### src/hw/pcs_pkg.sv
// Shared constants for the pulse count switch control link and both of its ends.
// Assumes one 20 MHz core clock on each end and a single host-driven control pin.
//
// What this block does
// RL1 - Each rising control edge advances the pulse counter.
// RL2 - Counter decodes to 8 or 64 channel patterns.
// RL3 - Three-channel counter wraps after eight edges.
// RL4 - Pattern is inverse of binary count minus one.
// RL5 - First edge when disabled enables, all channels on.
// RL6 - Pin held high past latch timeout latches pattern.
// RL7 - Host high phase lasts at least 50 ns.
// RL8 - Host high phase within a train under 75 us.
// RL9 - Pulse rates up to 1 MHz are counted.
// RL10 - Latched on channels assert their switch outputs.
// RL11 - Low for 500 us disables, opens, clears count.
// RL12 - Six-channel pattern is inverse of six-bit count.
// RL13 - Host low gap between 0.5 and 75 us.
// RL14 - Six-channel counter wraps after sixty-four edges.
package pcs_pkg;

  // Core clock period in nanoseconds (20 MHz).
  localparam int unsigned CLK_PERIOD_NS = 50;

  // Latch timeout in nanoseconds and its cycle count, rounded down.
  localparam int unsigned LATCH_TIMEOUT_NS = 500000;
  localparam int unsigned LATCH_CYC = LATCH_TIMEOUT_NS / CLK_PERIOD_NS;

  // Off timeout in nanoseconds and its cycle count, rounded down.
  localparam int unsigned OFF_TIMEOUT_NS = 500000;
  localparam int unsigned OFF_CYC = OFF_TIMEOUT_NS / CLK_PERIOD_NS;

  // Least high phase the device must see, rounded up.
  localparam int unsigned HIGH_MIN_NS = 50;
  localparam int unsigned HIGH_MIN_CYC = (HIGH_MIN_NS + CLK_PERIOD_NS - 1) / CLK_PERIOD_NS;

  // Longest high or low phase inside a pulse train, rounded down.
  localparam int unsigned PHASE_MAX_NS = 75000;
  localparam int unsigned PHASE_MAX_CYC = PHASE_MAX_NS / CLK_PERIOD_NS;

  // Least low gap between counting pulses, rounded up.
  localparam int unsigned LOW_MIN_NS = 500;
  localparam int unsigned LOW_MIN_CYC = (LOW_MIN_NS + CLK_PERIOD_NS - 1) / CLK_PERIOD_NS;

  // Host pulse phases: 500 ns high and 500 ns low give exactly 1 MHz.
  localparam int unsigned HOST_HIGH_NS = 500;
  localparam int unsigned HOST_HIGH_CYC = (HOST_HIGH_NS + CLK_PERIOD_NS - 1) / CLK_PERIOD_NS;
  localparam int unsigned HOST_LOW_CYC = LOW_MIN_CYC;

  // Extra cycles the host waits beyond a device timeout, covering synchroniser delay.
  localparam int unsigned HOST_MARGIN_CYC = 8;

  // Width of the timeout counters, enough for both timeouts plus margin.
  localparam int unsigned TMR_W = 16;

  // Channel pattern width and number of patterns in each variant.
  localparam int unsigned CH_MAX = 6;
  localparam int unsigned PAT_3CH = 8;
  localparam int unsigned PAT_6CH = 64;

  // Counter value after reset and after disable: first edge means count one.
  localparam logic [CH_MAX-1:0] CNT_RESET = 6'h00;

  // Switch pattern after reset and while disabled: all open.
  localparam logic [CH_MAX-1:0] SW_RESET = 6'h00;

endpackage

### src/hw/pcs_link_if.sv
// Single-wire control link between the host end and the switch device end.
// Assumes the host alone drives the pin; it is a plain one-way wire.
`timescale 1ns/1ps
`default_nettype none
interface pcs_link_if;
  // Control pin level, high while the host drives it high.
  logic ctrl_pin;
  // Device end only listens to the pin.
  modport dev (input ctrl_pin);
  // Host end drives the pin.
  modport hst (output ctrl_pin);
endinterface
`default_nettype wire

### src/hw/pcs_device.sv
// Device end: counts rising edges on the control pin and drives switch outputs.
// Assumes the pin is asynchronous to core_clk and the host keeps its timing.
`timescale 1ns/1ps
`default_nettype none
module pcs_device #(
  parameter bit          SIX_CHANNEL = 1'b0,             // One selects six channels.
  parameter int unsigned LATCH_CYCLES = pcs_pkg::LATCH_CYC, // Latch timeout in cycles.
  parameter int unsigned OFF_CYCLES   = pcs_pkg::OFF_CYC    // Off timeout in cycles.
) (
  input  wire logic core_clk,            // Core clock, 20 MHz.
  input  wire logic resetn,              // Asynchronous reset, active low.
  pcs_link_if.dev   link,                // Control pin from the host.
  output var  logic channel_one_switch,   // Channel one switch enable.
  output var  logic channel_two_switch,   // Channel two switch enable.
  output var  logic channel_three_switch, // Channel three switch enable.
  output var  logic channel_four_switch,  // Channel four switch enable.
  output var  logic channel_five_switch,  // Channel five switch enable.
  output var  logic channel_six_switch,   // Channel six switch enable.
  output var  logic device_enabled        // High while the device is enabled.
);
  import pcs_pkg::*;

  // Latch and off timeouts as counter-width constants.
  localparam logic [TMR_W-1:0] LATCH_LAST = TMR_W'(LATCH_CYCLES - 1);
  localparam logic [TMR_W-1:0] OFF_LAST   = TMR_W'(OFF_CYCLES - 1);

  // Next counter value for either variant.
  function automatic logic [CH_MAX-1:0] count_next(input logic [CH_MAX-1:0] cnt,
                                                   input logic six);
    logic [CH_MAX-1:0] res;
    res = CNT_RESET;
    if (six) begin
      // The six-bit counter rolls over after sixty-four edges.
      res = cnt + 6'h01; // [RL14]
    end else begin
      // Only three bits count, so the ninth edge repeats the first.
      res = {3'h0, cnt[2:0] + 3'h1}; // [RL3]
    end
    return res;
  endfunction

  // Switch pattern for a counter value: inverse of the count minus one.
  function automatic logic [CH_MAX-1:0] decode(input logic [CH_MAX-1:0] cnt,
                                               input logic six);
    logic [CH_MAX-1:0] res;
    res = SW_RESET;
    if (six) begin
      // Sixty-four patterns over channels six down to one.
      res = ~cnt; // [RL12] [RL2]
    end else begin
      // Eight patterns over channels three down to one.
      res = {3'h0, ~cnt[2:0]}; // [RL4] [RL2]
    end
    return res;
  endfunction

  logic              sync_a;     // First synchroniser stage.
  logic              sync_b;     // Second synchroniser stage.
  logic              sync_c;     // Third synchroniser stage.
  logic              pin_level;  // Accepted pin level after filtering.
  logic              rise;       // Accepted rising edge this cycle.
  logic              fall_ok;    // Second and third stages agree.
  logic [CH_MAX-1:0] count;      // Pulse counter, holds count minus one.
  logic [CH_MAX-1:0] sw;         // Switch pattern driven onto the outputs.
  logic [TMR_W-1:0]  high_cnt;   // Cycles the pin has stayed high.
  logic              latch_done; // Pattern for this high phase is latched.
  logic [TMR_W-1:0]  low_cnt;    // Cycles the pin has stayed low.
  logic              latch_hit;  // Latch timeout reached this cycle.
  logic              off_hit;    // Off timeout reached this cycle.
  logic              wake;       // Edge that starts a fresh pulse train.

  // Three-stage synchroniser; only the second stage reads the first.
  always_ff @(posedge core_clk or negedge resetn) begin
    if (!resetn) begin
      sync_a <= 1'b0;
      sync_b <= 1'b0;
      sync_c <= 1'b0;
    end else begin
      sync_a <= link.ctrl_pin;
      sync_b <= sync_a;
      sync_c <= sync_b;
    end
  end

  // A new level counts once the second and third stages agree.
  assign fall_ok = (sync_b == sync_c);
  // A rising edge is a change of the accepted level to high.
  assign rise = fall_ok && sync_c && !pin_level;

  // Accepted pin level, updated only when the stages agree.
  always_ff @(posedge core_clk or negedge resetn) begin
    if (!resetn) begin
      pin_level <= 1'b0;
    end else if (fall_ok) begin
      pin_level <= sync_c;
    end
  end

  // Timeout hits, each true for one cycle as its counter reaches the end.
  assign latch_hit = device_enabled && pin_level && !latch_done && (high_cnt == LATCH_LAST);
  assign off_hit   = device_enabled && !pin_level && (low_cnt == OFF_LAST);
  // An edge in the very cycle of the off timeout still starts a fresh train,
  // so count and pattern restart instead of the switches opening while enabled.
  assign wake = rise && (!device_enabled || off_hit);

  // High-time counter, restarted by each rising edge.
  always_ff @(posedge core_clk or negedge resetn) begin
    if (!resetn) begin
      high_cnt <= '0;
    end else if (rise || !pin_level) begin
      // A short high phase in a train restarts the count, so no midway latch.
      high_cnt <= '0; // [RL8]
    end else if (high_cnt != LATCH_LAST) begin
      high_cnt <= high_cnt + 1'b1;
    end
  end

  // Marks that the current high phase has already been latched.
  always_ff @(posedge core_clk or negedge resetn) begin
    if (!resetn) begin
      latch_done <= 1'b0;
    end else if (rise) begin
      latch_done <= 1'b0;
    end else if (latch_hit) begin
      latch_done <= 1'b1;
    end
  end

  // Low-time counter, cleared by any high level.
  always_ff @(posedge core_clk or negedge resetn) begin
    if (!resetn) begin
      low_cnt <= '0;
    end else if (pin_level) begin
      low_cnt <= '0;
    end else if (low_cnt != OFF_LAST) begin
      low_cnt <= low_cnt + 1'b1;
    end
  end

  // Enable state: set by the first edge, cleared by the off timeout.
  always_ff @(posedge core_clk or negedge resetn) begin
    if (!resetn) begin
      device_enabled <= 1'b0;
    end else if (rise) begin
      // Any accepted edge at rates up to 1 MHz enables the device.
      device_enabled <= 1'b1; // [RL5] [RL9]
    end else if (off_hit) begin
      device_enabled <= 1'b0; // [RL11]
    end
  end

  // Pulse counter: cleared on enable and on disable, advanced by later edges.
  always_ff @(posedge core_clk or negedge resetn) begin
    if (!resetn) begin
      count <= CNT_RESET;
    end else if (wake) begin
      // The first edge after disable stands for count one.
      count <= CNT_RESET; // [RL5]
    end else if (rise) begin
      count <= count_next(count, SIX_CHANNEL); // [RL1]
    end else if (off_hit) begin
      // Disable clears the count so the next edge starts afresh.
      count <= CNT_RESET; // [RL11]
    end
  end

  // Switch pattern: all on at enable, decoded count at latch, open at disable.
  always_ff @(posedge core_clk or negedge resetn) begin
    if (!resetn) begin
      sw <= SW_RESET;
    end else if (wake) begin
      sw <= decode(CNT_RESET, SIX_CHANNEL); // [RL5]
    end else if (latch_hit) begin
      // The counted pattern takes effect only after the latch timeout.
      sw <= decode(count, SIX_CHANNEL); // [RL6]
    end else if (off_hit) begin
      sw <= SW_RESET; // [RL11]
    end
  end

  // Registered channel outputs; an on bit closes that channel's switch.
  always_ff @(posedge core_clk or negedge resetn) begin
    if (!resetn) begin
      channel_one_switch   <= 1'b0;
      channel_two_switch   <= 1'b0;
      channel_three_switch <= 1'b0;
      channel_four_switch  <= 1'b0;
      channel_five_switch  <= 1'b0;
      channel_six_switch   <= 1'b0;
    end else begin
      channel_one_switch   <= sw[0]; // [RL10]
      channel_two_switch   <= sw[1]; // [RL10]
      channel_three_switch <= sw[2]; // [RL10]
      channel_four_switch  <= sw[3]; // [RL10]
      channel_five_switch  <= sw[4]; // [RL10]
      channel_six_switch   <= sw[5]; // [RL10]
    end
  end

endmodule
`default_nettype wire

### src/flat_wrapper.sv
// flat-port wrapper written by rule: the top's interface ports become plain ports
module pcs_device_flat import pcs_pkg::*;
#(
  parameter bit          SIX_CHANNEL = 1'b0,                                         
  parameter int unsigned LATCH_CYCLES = pcs_pkg::LATCH_CYC,                            
  parameter int unsigned OFF_CYCLES   = pcs_pkg::OFF_CYC                             
)
  (core_clk, resetn, channel_one_switch, channel_two_switch, channel_three_switch, channel_four_switch, channel_five_switch, channel_six_switch, device_enabled, link_ctrl_pin);
  pcs_link_if link_i ();
  input  wire logic core_clk;
  input  wire logic resetn;
  output var  logic channel_one_switch;
  output var  logic channel_two_switch;
  output var  logic channel_three_switch;
  output var  logic channel_four_switch;
  output var  logic channel_five_switch;
  output var  logic channel_six_switch;
  output var  logic device_enabled;
  input wire logic [$bits(link_i.ctrl_pin)-1:0] link_ctrl_pin;
  assign link_i.ctrl_pin = link_ctrl_pin;
  pcs_device #(.SIX_CHANNEL(SIX_CHANNEL), .LATCH_CYCLES(LATCH_CYCLES), .OFF_CYCLES(OFF_CYCLES)) u_core (.core_clk(core_clk), .resetn(resetn), .link(link_i), .channel_one_switch(channel_one_switch), .channel_two_switch(channel_two_switch), .channel_three_switch(channel_three_switch), .channel_four_switch(channel_four_switch), .channel_five_switch(channel_five_switch), .channel_six_switch(channel_six_switch), .device_enabled(device_enabled));
endmodule
### config.mk
export PLATFORM = sky130hd
export DESIGN_NAME = pcs_device_flat
export DESIGN_NICKNAME = d
export VERILOG_FILES = /design/src/hw/pcs_pkg.sv /design/src/hw/pcs_link_if.sv /design/src/hw/pcs_device.sv /design/src/flat_wrapper.sv
export SDC_FILE = /design/constraint.sdc
export NUM_CORES = 1
export LEC_CHECK = 0
export BUFFER_PORTS_ARGS = -buffer_cell sky130_fd_sc_hd__buf_2
export CAP_MARGIN = 20
export CORE_ASPECT_RATIO = 1.75
export CORE_MARGIN = 5
export CORE_UTILIZATION = 35
export CTS_CLUSTER_SIZE = 24
export DETAILED_ROUTE_END_ITERATION = 10
export GPL_ROUTABILITY_DRIVEN = 0
export HOLD_SLACK_MARGIN = 0.03
export PLACE_DENSITY_LB_ADDON = 0.08
export SLEW_MARGIN = 20
export SYNTH_ARGS = -nofsm -noshare
export SYNTH_HDL_FRONTEND = slang
export SYNTH_SLANG_ARGS = --single-unit
### constraint.sdc
create_clock -name core_clk -period 5 [get_ports core_clk]
set_clock_uncertainty 0.1 [all_clocks]
set_input_delay 0.5 -clock core_clk [delete_from_list [all_inputs] [get_ports core_clk]]
set_output_delay 0.5 -clock core_clk [all_outputs]
set_load 0.05 [all_outputs]
==> results of run 1 <==
per-layer routing:
layer  up-vias  part of all wire
met5         -                 0
met4         0             0.023
met3         8             0.016
met2        12              0.58
met1       825              0.38
li1        863                 -
cells in the mapped netlist (2+ instances only):
library cell	number	area (um2)
sky130_fd_sc_hd__nand3_1	11	55.1
sky130_fd_sc_hd__a21oi_1	8	40.0
sky130_fd_sc_hd__dfrtp_1	47	1180
sky130_fd_sc_hd__ha_1	4	50.1
sky130_fd_sc_hd__nor2b_1	4	25.0
sky130_fd_sc_hd__a22o_1	2	17.5
sky130_fd_sc_hd__mux2_2	3	33.8
sky130_fd_sc_hd__o21a_1	3	22.5
sky130_fd_sc_hd__buf_2	3	15.0
sky130_fd_sc_hd__nand2_1	15	56.3
sky130_fd_sc_hd__nor3_1	5	25.0
sky130_fd_sc_hd__nor3b_1	2	15.0
sky130_fd_sc_hd__nand3b_1	2	15.0
sky130_fd_sc_hd__xor2_1	4	35.0
sky130_fd_sc_hd__nand4_2	2	25.0
sky130_fd_sc_hd__mux2i_1	3	30.0
sky130_fd_sc_hd__nor4_1	9	56.3
sky130_fd_sc_hd__and3_1	3	18.8
sky130_fd_sc_hd__clkbuf_1	2	7.51
sky130_fd_sc_hd__o21ai_0	12	60.1
sky130_fd_sc_hd__nand4_1	8	50.1
sky130_fd_sc_hd__xnor2_1	13	114
sky130_fd_sc_hd__buf_4	3	22.5
sky130_fd_sc_hd__inv_1	11	41.3
sky130_fd_sc_hd__nor4b_1	4	35.0
sky130_fd_sc_hd__a31oi_1	4	25.0
sky130_fd_sc_hd__o211ai_1	3	22.5
sky130_fd_sc_hd__nor2_1	26	97.6
sky130_fd_sc_hd__or3_1	5	31.3
power breakdown:
| group | internal (mW) | total (mW) | switching, mW |
|---|---|---|---|
| sequential | 0.404 | 0.429 | 0.0251 |
| combinational | 0.0341 | 0.0938 | 0.0598 |
| clock | 0.195 | 0.331 | 0.136 |
kinds of logic (layout without fill, tap and decap cells):
logic type / Yosys count / after routing / share of synthesized area
AND/OR/NAND/NOR: 105 / 105 / 0.249
buffers and inverters: 22 / 27 / 0.0444
AO/OA/AOI/OAI: 37 / 37 / 0.0972
adder cells (fa/ha/maj): 4 / 4 / 0.0211
other: 1 / 3 / 0.00158
flip-flops: 47 / 47 / 0.497
XOR/XNOR: 17 / 17 / 0.0629
multiplexers: 6 / 6 / 0.0269
metrics by stage:
stage / power (mW) / cell area (um2)
finish: 0.854 / 2610
global route: 0.905 / 2610
CTS: 0.872 / 2610
detailed placement: 0.533 / 2460
global placement: 0.530 / 2460
floorplan: 0.503 / 2380
worst max-delay path, cell delays in order (launching register included):
cell and delay [ps]:
sky130_fd_sc_hd__dfrtp_1 420, sky130_fd_sc_hd__nor4b_1 510, sky130_fd_sc_hd__nand4_1 660, sky130_fd_sc_hd__o21bai_1 340, sky130_fd_sc_hd__a31oi_1 110
registers in the layout, summed over array words and instances, names as in the netlist:
register / count
u_core.high_cnt: 16
u_core.sync_a: 1
u_core.count: 3
u_core.channel_one_switch: 1
u_core.latch_done: 1
u_core.channel_two_switch: 1
u_core.pin_level: 1
u_core.sw: 3
u_core.device_enabled: 1
u_core.sync_c: 1
u_core.channel_three_switch: 1
u_core.low_cnt: 16
u_core.sync_b: 1
worst max-delay path by stage:
stage,start,to,slack [ps]
after CTS,u_core.low_cnt[12],u_core.count[0],2750
after floorplan,u_core.high_cnt[0],u_core.high_cnt[3],3240
final,u_core.low_cnt[12],u_core.count[0],2730
after global routing,u_core.low_cnt[12],u_core.count[0],2550
after detailed placement,u_core.low_cnt[12],u_core.count[0],2760
after global placement,u_core.low_cnt[0],u_core.count[0],2810
cell type report:
class,instances,area [um2]
clock buffers,6,139
clock inverters,1,5.00
fillers,660,3980
inverters,12,45.0
multi-input cells,172,1090
flip-flops and latches,47,1180
well taps,82,103
repair buffers,8,45.0
==> impl_table.tex, run 1 <==
\begin{tabular}{lr}
\hline
Metric & Value \\
\hline
\multicolumn{2}{l}{\textbf{Worst setup path}} \\
\quad Setup Crit Path Kind & reg2reg \\
\quad FF-to-FF setup slack & 2730 ps \\
\quad Crit Reg-Reg Endpoint & u\_core.count[0] \\
\quad Worst r2r path cells & 4 \\
\quad Element type at the critical path end & flop \\
\quad Reg-to-Reg Start & u\_core.low\_cnt[12] \\
\quad Critical path fanouts, max & 13 \\
\quad Data required time of the worst path & 5050 ps \\
\quad Startpoint types & flop \\
\quad CP Data Arrival Time & 2320 ps \\
\multicolumn{2}{l}{\textbf{Place}} \\
\quad Pre-CTS WS & 2760 ps \\
\quad Placed Instances & 321 \\
\quad Hpwl dp & 3770 um \\
\quad Port bufs & 6 \\
\multicolumn{2}{l}{\textbf{Global routing}} \\
\quad Busiest grt layer & met2 \\
\quad Global-route met2 utilization & 0.250 \\
\quad Antenna violations before repair & 0 \\
\quad Aggregate global routing overflow & 0 \\
\quad Maximum number of pins on one net before global-route repair & 48 \\
\quad Via count of the first global-routing pass & 1810 \\
\quad Met1 capacity usage during global routing & 0.139 \\
\quad Global-route wire length before repair & 9030 um \\
\quad GRT met3 Usage & 0.0346 \\
\quad Total routing usage reported by global routing & 0.137 \\
\multicolumn{2}{l}{\textbf{Layout}} \\
\quad Top library cells by usage in the layout, fill and taps aside & 47 x sky130\_fd\_sc\_hd\_\_dfrtp\_1, 26 x sky130\_fd\_sc\_hd\_\_nor2\_1, 15 x sky130\_fd\_sc\_hd\_\_nand2\_1, 13 x sky130\_fd\_sc\_hd\_\_xnor2\_1, 12 x sky130\_fd\_sc\_hd\_\_o21ai\_0 \\
\quad Signed area change from the synthesized netlist to the final layout & 10.1\% \\
\quad Final net count & 253 \\
\quad Post-layout utilization of the core & 0.396 \\
\quad Diodes inserted & 0 \\
\quad Most frequent standard cell in the layout excluding fill and tap cells & sky130\_fd\_sc\_hd\_\_dfrtp\_1 \\
\quad Final non-filler cell total & 328 \\
\quad Share of final-layout standard cells stronger than drive strength 1 & 0.0976 \\
\multicolumn{2}{l}{\textbf{Timing}} \\
\quad Worst-case headroom to the max-slew limit & 0.549 \\
\quad RSZ-0062 raised after global routing & no \\
\quad Sum Neg Setup Slack & 0 ps \\
\quad Final Hold Slack & 203 ps \\
\quad Finish-stage setup viols & 0 \\
\quad Setup ws final & 2730 ps \\
\quad Maximum clock frequency & 0.441 GHz \\
\quad Fin. max-slew vios & 0 \\
\quad Transition time at the pin with the least slew margin & 674 ps \\
\quad Period utilization & 0.454 \\
\quad Final min period & 2270 ps \\
\quad Number of hold-slack violations in the final timing report & 0 \\
\multicolumn{2}{l}{\textbf{Power and ir drop}} \\
\quad Worst IR drop on VDD & 0.000173 V \\
\quad Leakage power summed over all cells & 1.05 nW \\
\quad Power per cell area & 327 mW/mm2 \\
\multicolumn{2}{l}{\textbf{Synth}} \\
\quad Cell count after synthesis & 239 \\
\quad Flop and latch count out of synthesis & 47 \\
\quad Syn. warnings & 0 \\
\quad EDFF count, synth & 0 \\
\quad Prevailing post-synth register cell & sky130\_fd\_sc\_hd\_\_dfrtp\_1 \\
\quad Post-synthesis cell type count & 47 \\
\quad Share of synthesized registers carrying an async set or reset & 1.00 \\
\quad Average cell area after synthesis & 9.91 um2 \\
\quad Share of synthesized area occupied by flip-flops and latches & 0.497 \\
\quad Synthesized cell area & 0.00237 mm2 \\
\multicolumn{2}{l}{\textbf{Clock network}} \\
\quad Maximum level of the CTS H-tree & 2 \\
\quad Clock tree from TritonCTS & yes \\
\quad Deepest clock path buffer count & 2 \\
\quad Gates resized, CTS repair & 0 \\
\quad Hold-fix buffers, CTS & 0 \\
\quad Clock-pin transition on the worst setup and hold timing paths & 60 ps \\
\quad Number of clock sinks & 47 \\
\quad Clock latency at the later pin of the worst-skew pair & 280 ps \\
\quad Root Buffer Master & sky130\_fd\_sc\_hd\_\_clkbuf\_16 \\
\quad Clock buffer count from CTS & 5 \\
\quad Postcts setup bufs & 0 \\
\multicolumn{2}{l}{\textbf{Floorplan}} \\
\quad Core box area & 0.00659 mm2 \\
\quad Die X-Extent & 72.2 um \\
\quad Row count & 39 \\
\quad Initial cell density of the core & 0.360 \\
\quad Area of the die & 0.00858 mm2 \\
\quad Die boundary height & 119 um \\
\quad IO Count & 10 \\
\multicolumn{2}{l}{\textbf{Drt}} \\
\quad Via density per instance & 5.21 \\
\quad Total number of vias & 1708 \\
\quad DRT antenna net count & 0 \\
\quad Violation count after the first detailed-routing iteration & 59 \\
\quad DR DRC count & 0 \\
\quad Number of optimization iterations in the first detailed-route pass & 4 \\
\quad Drt wl/cell & 16.0 um \\
\quad WL final & 5240 um \\
\multicolumn{2}{l}{\textbf{Run}} \\
\quad Number of max-cap violations & 0 \\
\multicolumn{2}{l}{\textbf{Worst hold path}} \\
\quad Worst hold path type & in2async \\
\multicolumn{2}{l}{\textbf{Outcome}} \\
\quad Result of the run & finished clean \\
\hline
\end{tabular}
(Power assumes the default switching activity.)
==> run 2, diff against run 1 <==
==> constraint.sdc (replaced) <==
create_clock -name core_clk -period 2.24 [get_ports core_clk]
set_clock_uncertainty 0.1 [all_clocks]
set_input_delay 0.224 -clock core_clk [delete_from_list [all_inputs] [get_ports core_clk]]
set_output_delay 0.224 -clock core_clk [all_outputs]
set_load 0.05 [all_outputs]
==> run 2 against run 1 <==
Effect of this change:
- utilization up 1.4 points
- flip-flop and latch count unchanged
- die area unchanged
- clock-buffer cell count unchanged
- maximum frequency up 16%
- worst hold slack better by 49 ps
- clock power rose to 2.9 times the previous value
==> impl_table.tex, run 2 (synthesis results as in run 1) <==
\begin{tabular}{lr}
\hline
Metric & Value \\
\hline
\multicolumn{2}{l}{\textbf{Outcome}} \\
\quad Result of the run & finished clean (unchanged) \\
\multicolumn{2}{l}{\textbf{Layout}} \\
\quad Diodes inserted & 0 (unchanged) \\
\quad Signed area change from the synthesized netlist to the final layout & 14.1\% (was 10.1\%) \\
\quad Post-route standard cell area excluding fillers & 0.00270 mm2 (was 0.00261 mm2) \\
\quad Total of fill cells in the finished design & 675 (was 660) \\
\quad Most frequent standard cell in the layout excluding fill and tap cells & sky130\_fd\_sc\_hd\_\_dfrtp\_1 (unchanged) \\
\quad Largest registers ranked by flip-flop count & u\_core.high\_cnt: 16 flops, u\_core.low\_cnt: 16 flops (unchanged) \\
\quad Top library cells by usage in the layout, fill and taps aside & 47 x sky130\_fd\_sc\_hd\_\_dfrtp\_1, 26 x sky130\_fd\_sc\_hd\_\_nor2\_1, 15 x sky130\_fd\_sc\_hd\_\_nand2\_1, 13 x sky130\_fd\_sc\_hd\_\_xnor2\_1, 12 x sky130\_fd\_sc\_hd\_\_o21ai\_0 (unchanged) \\
\quad Final net count & 259 (was 253) \\
\quad Share of final-layout standard cells stronger than drive strength 1 & 0.111 (was 0.0976) \\
\quad Final non-filler cell total & 335 (was 328) \\
\multicolumn{2}{l}{\textbf{Timing}} \\
\quad Transition time at the pin with the least slew margin & 601 ps (was 674 ps) \\
\quad RSZ-0062 raised after global routing & no (unchanged) \\
\quad Finish-stage setup viols & 0 (unchanged) \\
\quad Period utilization & 0.875 (was 0.454) \\
\quad Fin. max-slew vios & 0 (unchanged) \\
\quad Sum Neg Setup Slack & 0 ps (unchanged) \\
\quad Final min period & 1960 ps (was 2270 ps) \\
\quad Maximum clock frequency & 0.510 GHz (was 0.441 GHz) \\
\quad Setup ws final & 281 ps (was 2730 ps) \\
\quad Worst-case headroom to the max-slew limit & 0.599 (was 0.549) \\
\quad Number of hold-slack violations in the final timing report & 0 (unchanged) \\
\multicolumn{2}{l}{\textbf{Worst hold path}} \\
\quad Worst hold path type & reg2reg (was in2async) \\
\multicolumn{2}{l}{\textbf{Worst setup path}} \\
\quad Critical path fanouts, max & 4 (was 13) \\
\quad Startpoint types & flop (unchanged) \\
\quad Data required time of the worst path & 2290 ps (was 5050 ps) \\
\quad Largest delay share family, worst path & compound AO/OA/AOI/OAI gates (was simple AND/OR/NAND/NOR gates) \\
\quad CP Data Arrival Time & 2010 ps (was 2320 ps) \\
\quad Slowest cell on crit path & sky130\_fd\_sc\_hd\_\_o32ai\_1 (was sky130\_fd\_sc\_hd\_\_nand4\_1) \\
\quad Setup Crit Path Kind & reg2reg (unchanged) \\
\quad Slowest stage delay, CP & 500 ps (was 660 ps) \\
\quad Element type at the critical path end & flop (unchanged) \\
\quad Total buffers and inverters traversed by the critical path & 0 (unchanged) \\
\quad Cell Chain, Critical Path & ha\_1 > and3\_1 > nand4\_1 > o32ai\_1 > o211ai\_1 (was nor4b\_1 > nand4\_1 > o21bai\_1 > a31oi\_1) \\
\multicolumn{2}{l}{\textbf{Clock network}} \\
\quad Hold-fix buffers, CTS & 2 (was 0) \\
\quad Deepest clock path buffer count & 2 (unchanged) \\
\quad Postcts setup bufs & 0 (unchanged) \\
\quad Root Buffer Master & sky130\_fd\_sc\_hd\_\_clkbuf\_16 (unchanged) \\
\quad Clock buffer count from CTS & 5 (unchanged) \\
\quad Clock tree from TritonCTS & yes (unchanged) \\
\quad Number of clock sinks & 47 (unchanged) \\
\quad Clock-pin transition on the worst setup and hold timing paths & 70 ps (was 60 ps) \\
\quad Clock latency at the later pin of the worst-skew pair & 290 ps (was 280 ps) \\
\quad Gates resized, CTS repair & 0 (unchanged) \\
\quad Maximum level of the CTS H-tree & 2 (unchanged) \\
\multicolumn{2}{l}{\textbf{Global routing}} \\
\quad Global-route wire length before repair & 9370 um (was 9030 um) \\
\quad Antenna violations before repair & 0 (unchanged) \\
\quad Via count of the first global-routing pass & 1918 (was 1810) \\
\quad Maximum number of pins on one net before global-route repair & 48 (unchanged) \\
\quad Total routing usage reported by global routing & 0.140 (was 0.137) \\
\quad Aggregate global routing overflow & 0 (unchanged) \\
\multicolumn{2}{l}{\textbf{Power and ir drop}} \\
\quad Switching share of total power & 0.243 (was 0.259) \\
\quad Internal & 1.63 mW (was 633 uW) \\
\quad Net switching power figure & 521 uW (was 221 uW) \\
\quad Combinational Power Share & 0.101 (was 0.110) \\
\quad Leakage power summed over all cells & 1.09 nW (was 1.05 nW) \\
\quad Clock Power Share & 0.452 (was 0.388) \\
\quad Sum of internal, switching and leakage power & 2.15 mW (was 854 uW) \\
\quad Worst IR drop on VDD & 0.000425 V (was 0.000173 V) \\
\quad Power per cell area & 794 mW/mm2 (was 327 mW/mm2) \\
\quad Proportion of power drawn by flip-flops and latches & 0.447 (was 0.502) \\
\multicolumn{2}{l}{\textbf{Place}} \\
\quad Pre-CTS WS & 265 ps (was 2760 ps) \\
\quad Placed Instances & 325 (was 321) \\
\quad Post-detailed-placement cell area & 0.00249 mm2 (was 0.00246 mm2) \\
\quad Hpwl dp & 3920 um (was 3770 um) \\
\quad Port bufs & 6 (unchanged) \\
\multicolumn{2}{l}{\textbf{Floorplan}} \\
\quad Row count & 39 (unchanged) \\
\quad Area of the die & 0.00858 mm2 (unchanged) \\
\quad IO Count & 10 (unchanged) \\
\quad Die X-Extent & 72.2 um (unchanged) \\
\quad Initial cell density of the core & 0.360 (unchanged) \\
\quad Die boundary height & 119 um (unchanged) \\
\quad Core box area & 0.00659 mm2 (unchanged) \\
\multicolumn{2}{l}{\textbf{Drt}} \\
\quad Total number of vias & 1780 (was 1708) \\
\quad DR DRC count & 0 (unchanged) \\
\quad Drt wl/cell & 16.5 um (was 16.0 um) \\
\quad DRT antenna net count & 0 (unchanged) \\
\quad Number of optimization iterations in the first detailed-route pass & 4 (unchanged) \\
\quad Via density per instance & 5.31 (was 5.21) \\
\quad Violation count after the first detailed-routing iteration & 78 (was 59) \\
\quad WL final & 5510 um (was 5240 um) \\
\multicolumn{2}{l}{\textbf{Run}} \\
\quad Number of max-cap violations & 0 (unchanged) \\
\hline
\end{tabular}
==> run 2: cell count changes in the layout (fill, tap and decap cells not counted), sizes merged <==
cell / delta
buf: +4
dlygate4sd3: +2
clkinv: -1
bufinv: +2
==> run 2: power by group through the flow <==
stage	Clock (mW)	Combinational, mW	Sequential [mW]
after floorplan	0	0.163	0.959
after global placement	0	0.219	0.978
after detailed placement	0	0.220	0.977
final	0.970	0.216	0.960
after CTS	0.998	0.223	0.961
after global routing	1.03	0.248	0.970
==> run 2: cell type report <==
class | instances | area, um2 | share of cell area
Clock inverter | 2 | 60.1 | 0.0222
Clock buffer | 6 | 129 | 0.0477
Sequential cell | 47 | 1180 | 0.435
Inverter | 12 | 45.0 | 0.0167
Tap cell | 82 | 103 | 0.0380
Multi-Input combinational cell | 172 | 1090 | 0.405
Timing Repair Buffer | 14 | 95.1 | 0.0352
==> run 2: worst reg2reg max path, delay by kind of cell (launching register included) <==
family / cells / cell delay, ps
AOI/OAI and AO/OA: 2 / 650
adders and majority gates: 1 / 230
DFF: 1 / 420
and+or+nand+nor: 2 / 430
==> run 2: routing by layer <==
metal,vias to the layer above,share of wire,global-route usage
li1,869,-,-
met1,881,0.37,0.143
met2,22,0.59,0.272
met3,8,0.024,0.0202
met4,0,0.021,0.0553
met5,-,0,0
==> run 2: through the flow <==
| step | hold WS (ps) | util |
|---|---|---|
| after global routing | 269 | 0.410 |
| after floorplan | -172 | - |
| final | 252 | 0.410 |
| after detailed placement | 234 | 0.379 |
| after CTS | 256 | 0.410 |
| after global placement | 233 | 0.379 |
==> run 2: path summary, 6_finish.rpt <==
| check | start | to | slack (ps) | depth (start not counted) |
|---|---|---|---|---|
| worst max-delay path | u_core.high_cnt[0] | u_core.sw[1] | 280 | 5 |
| worst min-delay path | u_core.sync_a | u_core.sync_b | 250 | 0 |
| worst max register to register | u_core.high_cnt[0] | u_core.sw[1] | 280 | 5 |
| worst min register to register | u_core.sync_a | u_core.sync_b | 250 | 0 |
| max in group asynchronous | resetn | u_core.latch_done | 1170 | 3 |
| min in group asynchronous | resetn | u_core.high_cnt[10] | 450 | 3 |
